File: src/rtl/spi_cfg.svh
// Constants for the switch position indication block
`ifndef SPI_CFG_SVH
`define SPI_CFG_SVH
`define SPI_CLK_HZ          40000000
`define SPI_TICK_NS         1000000
`define SPI_CLK_NS          25
`define SPI_TICK_CYCLES     (`SPI_TICK_NS / `SPI_CLK_NS)
`define SPI_TICK_W          16
`define SPI_MS_W            16
`define SPI_EVT_DELAY_MAX   16'hEA60
`define SPI_EVT_DELAY_RST   16'h7530
`define SPI_FILT_RST        16'h000A
`endif

File: src/rtl/spi_pkg.sv
// Types for the switch position indication block
package spi_pkg;
    typedef enum logic [1:0] {
        SPI_POS_INTERMEDIATE = 2'h0,
        SPI_POS_OPEN         = 2'h1,
        SPI_POS_CLOSED       = 2'h2,
        SPI_POS_FAULTY       = 2'h3
    } spi_pos_type;

    typedef struct packed {
        logic open_indication;
        logic closed_indication;
        logic position_valid;
    } spi_ind_type;

    typedef struct packed {
        logic open_valid;
        logic closed_valid;
    } spi_qual_type;
endpackage

File: src/rtl/spi_switch_position.sv
// Switch position decoder with per-input debounce and intermediate event delay
`timescale 1ns/1ps
`include "spi_cfg.svh"

////////////////////////////////////////////////////////////////////////////////
module spi_switch_position (
    input  wire logic                  clock_in,
    input  wire logic                  reset_n_in,
    input  wire logic                  open_contact_in,
    input  wire logic                  closed_contact_in,
    input  wire logic                  open_valid_in,
    input  wire logic                  closed_valid_in,
    input  wire logic [`SPI_MS_W-1:0]  open_filter_ms_in,
    input  wire logic [`SPI_MS_W-1:0]  closed_filter_ms_in,
    input  wire logic [`SPI_MS_W-1:0]  event_delay_ms_in,
    output spi_pkg::spi_pos_type       position_out,
    output spi_pkg::spi_ind_type       indication_out,
    output spi_pkg::spi_qual_type      indication_qual_out,
    output logic                       intermediate_event_out,
    output spi_pkg::spi_qual_type      event_qual_out
);

    localparam logic [`SPI_TICK_W-1:0] TICK_LAST = `SPI_TICK_W'(`SPI_TICK_CYCLES - 1);

    logic [1:0]             sync1_q, sync1_d, sync2_q, sync2_d;
    logic [1:0]             qsync1_q, qsync1_d, qsync2_q, qsync2_d;
    logic [`SPI_TICK_W-1:0] tick_cnt_q, tick_cnt_d;
    logic                   tick_q, tick_d;
    logic [1:0]             filt_q, filt_d;
    logic [`SPI_MS_W-1:0]   fcnt_q [2];
    logic [`SPI_MS_W-1:0]   fcnt_d [2];
    logic [`SPI_MS_W-1:0]   fset [2];
    logic [`SPI_MS_W-1:0]   delay_q, delay_d, delay_lim;
    logic                   delay_done_q, delay_done_d;
    spi_pkg::spi_pos_type   pos_q, pos_d, dec;
    spi_pkg::spi_ind_type   ind_q, ind_d;
    spi_pkg::spi_qual_type  qual_q, qual_d, equal_q, equal_d;
    logic                   evt_q, evt_d;

    ////////////////////////////////////////////////////////////////////////////
    // Two-stage synchronisers; pins float low when unwired, so idle is intermediate
    always_comb begin
        sync1_d  = {closed_contact_in, open_contact_in};
        sync2_d  = sync1_q;
        qsync1_d = {closed_valid_in, open_valid_in};
        qsync2_d = qsync1_q;
    end

    ////////////////////////////////////////////////////////////////////////////
    // Millisecond tick from the 40 MHz clock
    always_comb begin
        tick_d     = 1'b0;
        tick_cnt_d = tick_cnt_q + `SPI_TICK_W'(1);
        if (tick_cnt_q == TICK_LAST) begin
            tick_cnt_d = '0;
            tick_d     = 1'b1;
        end
    end

    ////////////////////////////////////////////////////////////////////////////
    // Debounce: a new level must hold for its own filter count of ms ticks; the first tick may fall at once, so up to 1 ms less
    assign fset[0] = open_filter_ms_in;
    assign fset[1] = closed_filter_ms_in;
    always_comb begin
        filt_d = filt_q;
        for (int i = 0; i < 2; i++) begin
            fcnt_d[i] = fcnt_q[i];
            if (sync2_q[i] == filt_q[i]) begin
                fcnt_d[i] = '0; // Any bounce back restarts the window
            end else if (fcnt_q[i] >= fset[i]) begin
                filt_d[i] = sync2_q[i];
                fcnt_d[i] = '0;
            end else if (tick_q) begin
                fcnt_d[i] = fcnt_q[i] + `SPI_MS_W'(1);
            end
        end
    end

    ////////////////////////////////////////////////////////////////////////////
    // Decode and indications; both switch kinds share this block unchanged
    always_comb begin
        case (filt_q)
            2'b01:   dec = spi_pkg::SPI_POS_OPEN;
            2'b10:   dec = spi_pkg::SPI_POS_CLOSED;
            2'b11:   dec = spi_pkg::SPI_POS_FAULTY;
            default: dec = spi_pkg::SPI_POS_INTERMEDIATE;
        endcase
        pos_d                   = dec;
        ind_d.open_indication   = (dec == spi_pkg::SPI_POS_OPEN);
        ind_d.closed_indication = (dec == spi_pkg::SPI_POS_CLOSED);
        ind_d.position_valid    = ind_d.open_indication | ind_d.closed_indication;
        qual_d                  = {qsync2_q[0], qsync2_q[1]};
    end

    ////////////////////////////////////////////////////////////////////////////
    // Intermediate event delay; setting clamped to its top so a bad value cannot hang
    // The first tick may fall right after entry, so one extra tick is counted:
    // the event lands between D and D+1 ms and never early. Zero still fires at once.
    assign delay_lim = (event_delay_ms_in > `SPI_EVT_DELAY_MAX) ? `SPI_EVT_DELAY_MAX : event_delay_ms_in;
    always_comb begin
        delay_d      = delay_q;
        delay_done_d = delay_done_q;
        evt_d        = 1'b0;
        equal_d      = equal_q;
        if (pos_q != spi_pkg::SPI_POS_INTERMEDIATE) begin
            delay_d      = '0;
            delay_done_d = 1'b0;
        end else if (!delay_done_q) begin
            if ((delay_lim == '0) || (delay_q > delay_lim)) begin
                evt_d        = 1'b1;
                delay_done_d = 1'b1;
                equal_d      = qual_q;
            end else if (tick_q) begin
                delay_d = delay_q + `SPI_MS_W'(1);
            end
        end
    end

    ////////////////////////////////////////////////////////////////////////////
    // State registers; synchronous reset
    always_ff @(posedge clock_in) begin
        if (!reset_n_in) begin
            sync1_q      <= '0;
            sync2_q      <= '0;
            qsync1_q     <= '0;
            qsync2_q     <= '0;
            tick_cnt_q   <= '0;
            tick_q       <= 1'b0;
            filt_q       <= '0;
            fcnt_q[0]    <= '0;
            fcnt_q[1]    <= '0;
            delay_q      <= '0;
            delay_done_q <= 1'b0;
            pos_q        <= spi_pkg::SPI_POS_INTERMEDIATE;
            ind_q        <= '0;
            qual_q       <= '0;
            equal_q      <= '0;
            evt_q        <= 1'b0;
        end else begin
            sync1_q      <= sync1_d;
            sync2_q      <= sync2_d;
            qsync1_q     <= qsync1_d;
            qsync2_q     <= qsync2_d;
            tick_cnt_q   <= tick_cnt_d;
            tick_q       <= tick_d;
            filt_q       <= filt_d;
            fcnt_q[0]    <= fcnt_d[0];
            fcnt_q[1]    <= fcnt_d[1];
            delay_q      <= delay_d;
            delay_done_q <= delay_done_d;
            pos_q        <= pos_d;
            ind_q        <= ind_d;
            qual_q       <= qual_d;
            equal_q      <= equal_d;
            evt_q        <= evt_d;
        end
    end

    assign position_out           = pos_q;
    assign indication_out         = ind_q;
    assign indication_qual_out    = qual_q;
    assign intermediate_event_out = evt_q;
    assign event_qual_out         = equal_q;
endmodule

File: config.mk
export PLATFORM = sky130hd
export DESIGN_NAME = spi_switch_position
export DESIGN_NICKNAME = d
export VERILOG_FILES = /design/src/rtl/spi_pkg.sv /design/src/rtl/spi_switch_position.sv
export VERILOG_INCLUDE_DIRS = /design/src /design/src/rtl
export SDC_FILE = /design/constraint.sdc
export NUM_CORES = 1
export LEC_CHECK = 0
export ABC_AREA = 1
export BUFFER_PORTS_ARGS = -buffer_cell sky130_fd_sc_hd__buf_4
export CORE_UTILIZATION = 60
export CTS_CLUSTER_DIAMETER = 30
export CTS_CLUSTER_SIZE = 28
export DETAILED_ROUTE_END_ITERATION = 12
export GPL_TIMING_DRIVEN = 0
export HOLD_SLACK_MARGIN = 0.1
export PLACE_DENSITY_LB_ADDON = 0.1
export SETUP_SLACK_MARGIN = 0.3
export SYNTH_ARGS = -nofsm -noshare
export SYNTH_HDL_FRONTEND = slang
export SYNTH_SLANG_ARGS = --single-unit
File: constraint.sdc
create_clock -name clock_in -period 5.6 [get_ports clock_in]
set_input_delay 0.56 -clock clock_in [delete_from_list [all_inputs] [get_ports clock_in]]
set_output_delay 0.56 -clock clock_in [all_outputs]
set_load 0.03 [all_outputs]
# ---- After elaboration in Yosys (flattened, before gate mapping)
# Memory sizes are Yosys's and may differ from the RTL's.
# Cells that the tools add are included.
# Widths: inputs -> output; s select.
dict set report totals {
  in_bits 54
  word_cells 70
  out_inout_bits 10
  n_memories 1
  ff_bits 54
  mem_bits_rw 32
}
# memory depth width read_ports rd_clocked_by_memory_dff write_ports line
set memory_table {}
lappend memory_table {fcnt_q 2 16 2 0 2 spi_switch_position.sv:30} ;# logic [`SPI_MS_W-1:0] fcnt_q [2];
dict set report op_classes {
  bitwise_logic 9
  magnitude_cmp 4
  addsub 4
  muxes 15
  n_eq_ne 8
  n_reduce_logical 10
}
# operator count
set ops {}
lappend ops {{$mux 16} 9}
lappend ops {{$add 16x1->16 const B} 4}
lappend ops {{$ge 16x16->1} 2}
lappend ops {{$eq 16x16->1 const B} 1}
lappend ops {{$gt 16x16->1} 1}
lappend ops {{$gt 16x16->1 const B} 1}
lappend ops {{$logic_not 16->1} 1}
lappend ops {{$eq 2x2->1 const B} 3}
lappend ops {{$not 1->1} 6}
lappend ops {{$pmux 2 s3} 1}
lappend ops {{$reduce_and 3->1} 2}
lappend ops {{$mux 1} 5}
lappend ops {{$eq 2x1->1 const B} 2}
lappend ops {{$reduce_and 2->1} 2}
lappend ops {{$reduce_or 2->1} 2}
lappend ops {{$or 1x1->1} 3}
lappend ops {{$reduce_or 3->1} 1}
lappend ops {{$eq 1x1->1} 2}
lappend ops {{$reduce_bool 2->1} 1}
lappend ops {{$logic_or 1x1->1} 1}

# ---- Logic depth before layout (Yosys ltp)
# Gate-level depths: netlist (run 1).
dict set report logic_depth {
  depth_word 6
  ltp_mapped 23
  ltp_nobuf 21
}

# ---- Worst setup path before layout (run 1)
# OpenSTA, ideal clock, no wires.
dict set report synth_timing {
  kind {input port to flip-flop}
  from {in event_delay_ms_in[8]}
  to {reg delay_q[2]}
  path_stages 22
  arrival_ns 2.423
  slack_ns 3.049
  setup_ns 0.128
  path_cell_list {inv_1 -> nand2_1 -> nor2_1 -> nand3_1 -> nand2_1 -> nand2_2 -> buf_6 -> inv_1 -> nor2_1 -> ha_1 -> nand2_1 -> nor2_1 -> nand2_1 -> inv_1 -> nand2_1 -> a21oi_1 -> nor2_4 -> buf_6 -> nand3_1 -> nand2_1 -> nand2_1 -> nor2_1}
}
dict set report synth_via {
  elab_chain_len 6
}
# item line
set synth_rtl {}
lappend synth_rtl {{start: declaration} spi_switch_position.sv:15} ;# input wire logic [`SPI_MS_W-1:0] event_delay_ms_in,
lappend synth_rtl {{$gt 16x16->1 (no source line)} n/a}
lappend synth_rtl {{$mux 16 (*)} spi_switch_position.sv:99} ;# assign delay_lim = (event_delay_ms_in > `SPI_EVT_DELAY_MAX) ? `SPI_EVT_DELAY_MAX : event_delay_ms_in;
lappend synth_rtl {{$gt 16x16->1 or $logic_not 16->1 (tied branches)} spi_switch_position.sv:109} ;# if ((delay_lim == '0) || (delay_q > delay_lim)) begin
lappend synth_rtl {{$logic_or 1x1->1 (*)} spi_switch_position.sv:109}
lappend synth_rtl {{$not 1->1 (no source line) (*)} n/a}
lappend synth_rtl {{$reduce_and 3->1 (no source line) (*)} n/a}
lappend synth_rtl {{end signal: assignment} spi_switch_position.sv:149} ;# delay_q <= delay_d;
lappend synth_rtl {{end: declaration} spi_switch_position.sv:33} ;# logic [`SPI_MS_W-1:0] delay_q, delay_d, delay_lim;
# Every way passes the cells marked *; elsewhere a longest branch is shown, timed or not.
# A chain may end at the register's enable or synchronous reset.

# ---- Worst setup path in the final report (run 1)
dict set report layout_timing {
  from {in event_delay_ms_in[8]}
  to {reg delay_q[3]}
}
# Same word-level chain as after synthesis.

==> results_dict.tcl, run 1 <==
set metrics [dict create \
    tritoncts "done" \
    first_iter_violations 208 \
    die_y_um 96.03 \
    cts_htree_levels 3 \
    finalMaxSlewViolations 0 \
    cts_made_buffers 9 \
    fin_crit_ns 2.699 \
    placedCellCount 926 \
    wirelength_um 11280 \
    leakage_nw 2.907 \
    syn-num-nets 869 \
    power.share.clock_pct 37.3 \
    dr.pass1.iters 5 \
    combPwrFrac_pct 8.2 \
    ant_nets 0 \
    route.detailed.drc 0 \
    antenna_cells 0 \
    ys_seq_area_share_pct 32.45 \
    root_buffer "clkbuf_8" \
    crit_path_top_delay_cell "ha_1" \
    clk_pin_slew_ns 0.09 \
    swShare_pct 23.87 \
    grt_start_max_net_pins 15 \
    hp-class "input port to flop" \
    wire_per_inst_um 11.99 \
    p_int_uw 863.7 \
    die_area_um2 9222 \
    synth_top_cell_by_area "dfxtp_1" \
    totalNegativeSetupSlack_ns 0 \
    dp_hpwl_um 8887 \
    start_util_pct 63.29 \
    timing.final.crit_share_pct 48.19 \
    fmax_mhz 370.6 \
    synth_area_um2 5305 \
    outcome "finished, final reports clean" \
    vias 4952 \
    hold_buffers 0 \
    powerDensity_nw_per_um2 186.4 \
    grt_pass1_wl_um 19270 \
    cts_resized 0 \
    end_kind "flop" \
    seq_power_share_pct 54.5 \
    synth_top_area_share_pct 32.45 \
    gp_congestion 0.8370 \
    synth.area.top_cells "dfxtp_1, ha_1, nand2_1" \
    grt.overflow.total 0 \
    worstSkewPairLatency_ns 0.36 \
    max_slew.worst_pin.slew_ns 0.5016 \
    finalInstanceArea_um2 6087 \
    rows 33 \
    setup_viol 0 \
    rsz0062_at_grt "no" \
    grt_pass1_vias 4698 \
    post-cts-setup-buffers 0 \
    finalNetCount 942 \
    irDropWorstVdd_uv 177.6 \
    ff2ff_setup_slack_ns 3.44 \
    yosysWarnings 0 \
    startpoint_type "input port" \
    path_class "input port to flop" \
    max_slew_margin_pct 66.56 \
    cts_max_path_buffers 2 \
    ios 64 \
    via_per_inst 5.262 \
    hold_viol_final 0 \
    grt_use_total_pct 26.39 \
    worstPathMaxFanout 10 \
    fin_skew_ns 0.01407 \
    ys_ff_latch 86 \
    drive_gt1_share_pct 13.16 \
    synth_cell_types 37 \
    coreArea_um2 8382 \
    area_delta_synth_final_pct 14.74 \
    cp_common_cell "nor2_1" \
    cts.sinks 86 \
    portBuffers 62 \
    drv_cap 0 \
    cp.required_ns 5.89 \
    avgSynthCellArea_um2 6.990 \
    switching_power_uw 270.9 \
    p_total_mw 1.135 \
    die_w_um 96.03 \
    place_area_um2 5902 \
    final_common_cell "nand2_1" \
    crit_path_max_incr_delay_ns 0.27 \
    path_cells "buf_4, inv_1, nand2_1, nor2_1, nand3_1, nand2_1, nand2_2, buf_6, inv_1, nor2_1, ha_1, nand2_1, nor2_1, nand4_1, nor2_1, a21oi_1, nor2_4, buf_4, nand4_1, a21oi_1" \
    arrival_ns 2.98 \
    stdcell_count 941 \
    syn_inst 759 \
    layout_common_cells "nand2_1, inv_1, nor2_1" \
    antenna_found_initial 0 \
]
==> state kept, by name (all words and copies together), names as in the netlist <==
register and flops:
intermediate_event_out 1, sync2_q 2, position_out 2, indication_out 3, indication_qual_out 2, fcnt_q 32
qsync1_q 2, sync1_q 2, tick_cnt_q 16, delay_done_q 1, delay_q 16, tick_q 1
filt_q 2, qsync2_q 2, event_qual_out 2
==> final timing paths <==
check	start	end	depth (start not counted)
max	event_delay_ms_in[8]	delay_q[3]	20
min	closed_contact_in	sync1_q[1]	3
max reg2reg	fcnt_q[0][15]	fcnt_q[0][0]	10
min reg2reg	qsync1_q[0]	qsync2_q[0]	2
==> area by class of cell <==
class,instances,area [um^2]
Buffer,13,75.07
Clock buffer,9,123.9
Clock inverter,6,61.31
Fill cell,717,2295
Inverter,130,488.0
Multi-Input combinational cell,530,3020
Sequential cell,86,1722
Tap cell,105,131.4
Timing Repair Buffer,62,465.4
==> power by group through the flow <==
stage	Clock [mW]	Combinational (mW)	Sequential, mW
2_1_floorplan	0	0.0492	0.633
3_3_place_gp	0	0.0888	0.632
3_5_place_dp	0	0.0933	0.632
4_1_cts	0.432	0.0939	0.618
5_1_grt	0.454	0.108	0.618
6_report	0.424	0.0931	0.618
==> logic make-up (layout without fill, tap and decap cells) <==
kind of cell	count (synthesis)	count (layout)	share of synthesized area, %
XOR/XNOR	29	29	4.788
adder cells (fa/ha/maj)	56	56	13.21
AO/OA/AOI/OAI	79	79	7.760
flip-flops	86	86	32.45
AND/OR/NAND/NOR	366	366	31.18
buffers and inverters	143	220	10.61
==> synthesized netlist by cell type, drive strengths merged <==
master	n
o21bai	1
or2	7
nand3b	2
nor3	18
o21ai	14
and3	1
xnor2	8
a211oi	1
nor3b	3
ha	56
nor4	3
xor2	21
buf	10
nand2	160
dfxtp	86
nand4	29
o211ai	1
nor2	102
a21oi	57
nand3	41
inv	130
o21a	2
a31oi	3
clkbuf	3
==> routing by layer <==
| metal | routed length [um] | GRT usage, % | part of all wire [%] | vias up |
|---|---|---|---|---|
| met5 | 0 | 0 | 0 | - |
| met4 | 200 | 9.328 | 1.8 | 0 |
| met2 | 5416 | 46.57 | 48 | 127 |
| met1 | 5101 | 31.66 | 45 | 2233 |
| met3 | 566 | 5.213 | 5.0 | 24 |
| li1 | - | - | - | 2568 |
==> metrics by stage <==
stage	hold slack (ns)	util (%)	setup slack (ns)
after floorplan	0.3905	-	3.049
after global placement	0.3926	70.41	2.634
after detailed placement	0.3974	70.41	2.565
after CTS	0.3682	72.62	2.930
after global routing	0.3878	72.62	2.645
final	0.3770	72.62	2.901
==> critical path: cells and delay by family <==
| family | cells | cell delay (ns) |
|---|---|---|
| buffers and inverters | 5 | 0.70 |
| AND/OR/NAND/NOR | 12 | 1.19 |
| AO/OA/AOI/OAI | 2 | 0.27 |
| adder cells (fa/ha/maj) | 1 | 0.27 |
Note: power is estimated with default switching activity, not from simulation.
==> run 2, diff against run 1 <==
CORE_UTILIZATION = 53   (was 60)
clock period = 2.43 ns   (was 5.6 ns; I/O delays follow)
==> run 2 against run 1 <==
  * Total power is 140% higher
  * First-iteration DRC count up 11%
  * Routed wire length increased by 3.8%
  * Flip-flop and latch count stayed put
  * Combinational power grew to 2.8 times the previous value
  * Sequential share of layout area decreased by 2.0 points
  * Largest cell class unchanged
==> results_dict.tcl, run 2 (synthesis results as in run 1) <==
set metrics [dict create \
    cp.required_ns 2.75 \
    fin_crit_ns 2.238 \
    final_common_cell "nand2_1" \
    power.share.clock_pct 36.9 \
    irDropWorstVdd_uv 354.5 \
    fmax_mhz 446.8 \
    timing.final.crit_share_pct 92.11 \
    clk_pin_slew_ns 0.11 \
    placedCellCount 954 \
    tritoncts "done" \
    coreArea_um2 9729 \
    largest_register_ffs 32 \
    cts_htree_levels 3 \
    ant_nets 0 \
    wire_per_inst_um 11.86 \
    powerDensity_nw_per_um2 408.4 \
    worst_slack_ns 0.1917 \
    wirelength_um 11710 \
    setup_viol 0 \
    cts_max_path_buffers 2 \
    hold_ws_ns 0.1686 \
    drv_cap 0 \
    root_buffer "clkbuf_8" \
    pre_cts_ws_ns -0.1523 \
    antenna_found_initial 0 \
    top_register "fcnt_q" \
    swShare_pct 27.24 \
    path_class "input port to flop" \
    route.detailed.drc 0 \
    cts_made_buffers 9 \
    die_w_um 102.0 \
    max_slew_margin_pct 65.15 \
    reg_top3 "fcnt_q x32, delay_q x16, tick_cnt_q x16" \
    dp_hpwl_um 8722 \
    portBuffers 62 \
    end_kind "flop" \
    fin_util_pct 67.26 \
    grt_pass1_wl_um 19000 \
    ios 64 \
    fin_skew_ns 0.01727 \
    die_y_um 102.0 \
    layout_common_cells "nand2_1, inv_1, nor2_1" \
    die_area_um2 10410 \
    arrival_ns 2.56 \
    area_delta_synth_final_pct 23.35 \
    dr.pass1.iters 5 \
    leakage_nw 2.997 \
    stdcell_count 987 \
    cts.sinks 86 \
    first_iter_violations 231 \
    vias 5046 \
    switching_power_uw 728.1 \
    rsz0062_at_grt "yes" \
    worstPathMaxFanout 5 \
    drive_gt1_share_pct 19.91 \
    finalNetCount 959 \
    gp_congestion 0.8388 \
    via_per_inst 5.112 \
    outcome "finished, final reports clean" \
    start_util_pct 54.53 \
    grt.overflow.total 0 \
    p_int_mw 1.945 \
    grt_use_total_pct 22.85 \
    antenna_cells 0 \
    hp-class "input port to flop" \
    combPwrFrac_pct 9.8 \
    max_slew.worst_pin.slew_ns 0.5228 \
    worstSkewPairLatency_ns 0.38 \
    seq_power_share_pct 53.3 \
    rows 36 \
    finalMaxSlewViolations 0 \
    hold_viol_final 0 \
    grt_start_max_net_pins 18 \
    startpoint_type "input port" \
    grt_pass1_vias 4407 \
]
## run 2: cell count changes in the layout (fill, tap and decap cells not counted), sizes merged
cell / delta
clkinvlp: +1
clkbuf: +1
buf: +12
dlygate4sd3: +4
bufinv: -1
clkinv: -3
inv: +4
## run 2: path summary, 6_finish.rpt
check                                          start  slack [ns]            to  depth (start not counted)
worst max-delay path            event_delay_ms_in[3]        0.19   delay_q[11]                         18
worst min-delay path                      reset_n_in        0.17   qsync2_q[0]                          3
worst max register to register         fcnt_q[0][11]        0.47  fcnt_q[0][5]                          8
worst min register to register            sync1_q[1]        0.42    sync2_q[1]                          2
## run 2: layout make-up
| cell class | count | area (um^2) |
|---|---|---|
| clock inverter | 7 | 63.81 |
| inverter | 130 | 503.0 |
| sequential | 86 | 1723 |
| clock buffer | 9 | 123.9 |
| buffer | 13 | 81.33 |
| timing repair buffer | 79 | 629.4 |
| tap | 133 | 166.4 |
| fill | 816 | 3186 |
| multi-input combinational | 530 | 3253 |
## run 2: per-stage QoR
| stage | setup TNS [ns] | area [um^2] | power [mW] |
|---|---|---|---|
| after floorplan | 0 | 5315 | 1.571 |
| after detailed placement | -1.958 | 5947 | 1.674 |
| after global placement | -1.821 | 5947 | 1.664 |
| final | 0 | 6544 | 2.673 |
| after CTS | 0 | 6198 | 2.650 |
| after global routing | 0 | 6544 | 2.785 |
## run 2: repair_timing
| action | in CTS | in global routing |
|---|---|---|
| endpoints found under the setup margin | 24 | 41 |
| gates cloned | 0 | 3 |
| pin swaps | 1 | 33 |
| resized for setup | 3 | 65 |
| endpoints found under the hold margin | 4 | 0 |
| hold buffers | 4 | 0 |
| setup buffers | 2 | 8 |
## run 2: per-layer routing
metal / share of wire [%] / up-vias / global-route usage, %
li1: - / 2620 / -
met1: 46 / 2291 / 30.09
met2: 47 / 120 / 38.00
met3: 5.5 / 15 / 4.036
met4: 1.7 / 0 / 7.363
met5: 0 / - / 0
## run 2: power groups by stage
stage | clock (mW) | combinational [mW] | sequential [mW]
after floorplan | 0 | 0.114 | 1.46
after global placement | 0 | 0.207 | 1.46
after detailed placement | 0 | 0.217 | 1.46
after CTS | 1.00 | 0.224 | 1.42
after global routing | 1.07 | 0.294 | 1.43
final | 0.986 | 0.262 | 1.42
## run 2: critical path: stages
cell	delay, ns
buf_4	0.13
nor2_4	0.12
nand3_2	0.07
nor2_1	0.12
nand2_1	0.07
nand2_2	0.11
buf_6	0.17
inv_8	0.05
nor2_4	0.11
ha_4	0.22
a21oi_2	0.16
o21ai_2	0.09
a21oi_2	0.18
a21oi_2	0.09
nor2_4	0.22
buf_6	0.15
nand4_1	0.11
a21oi_2	0.17
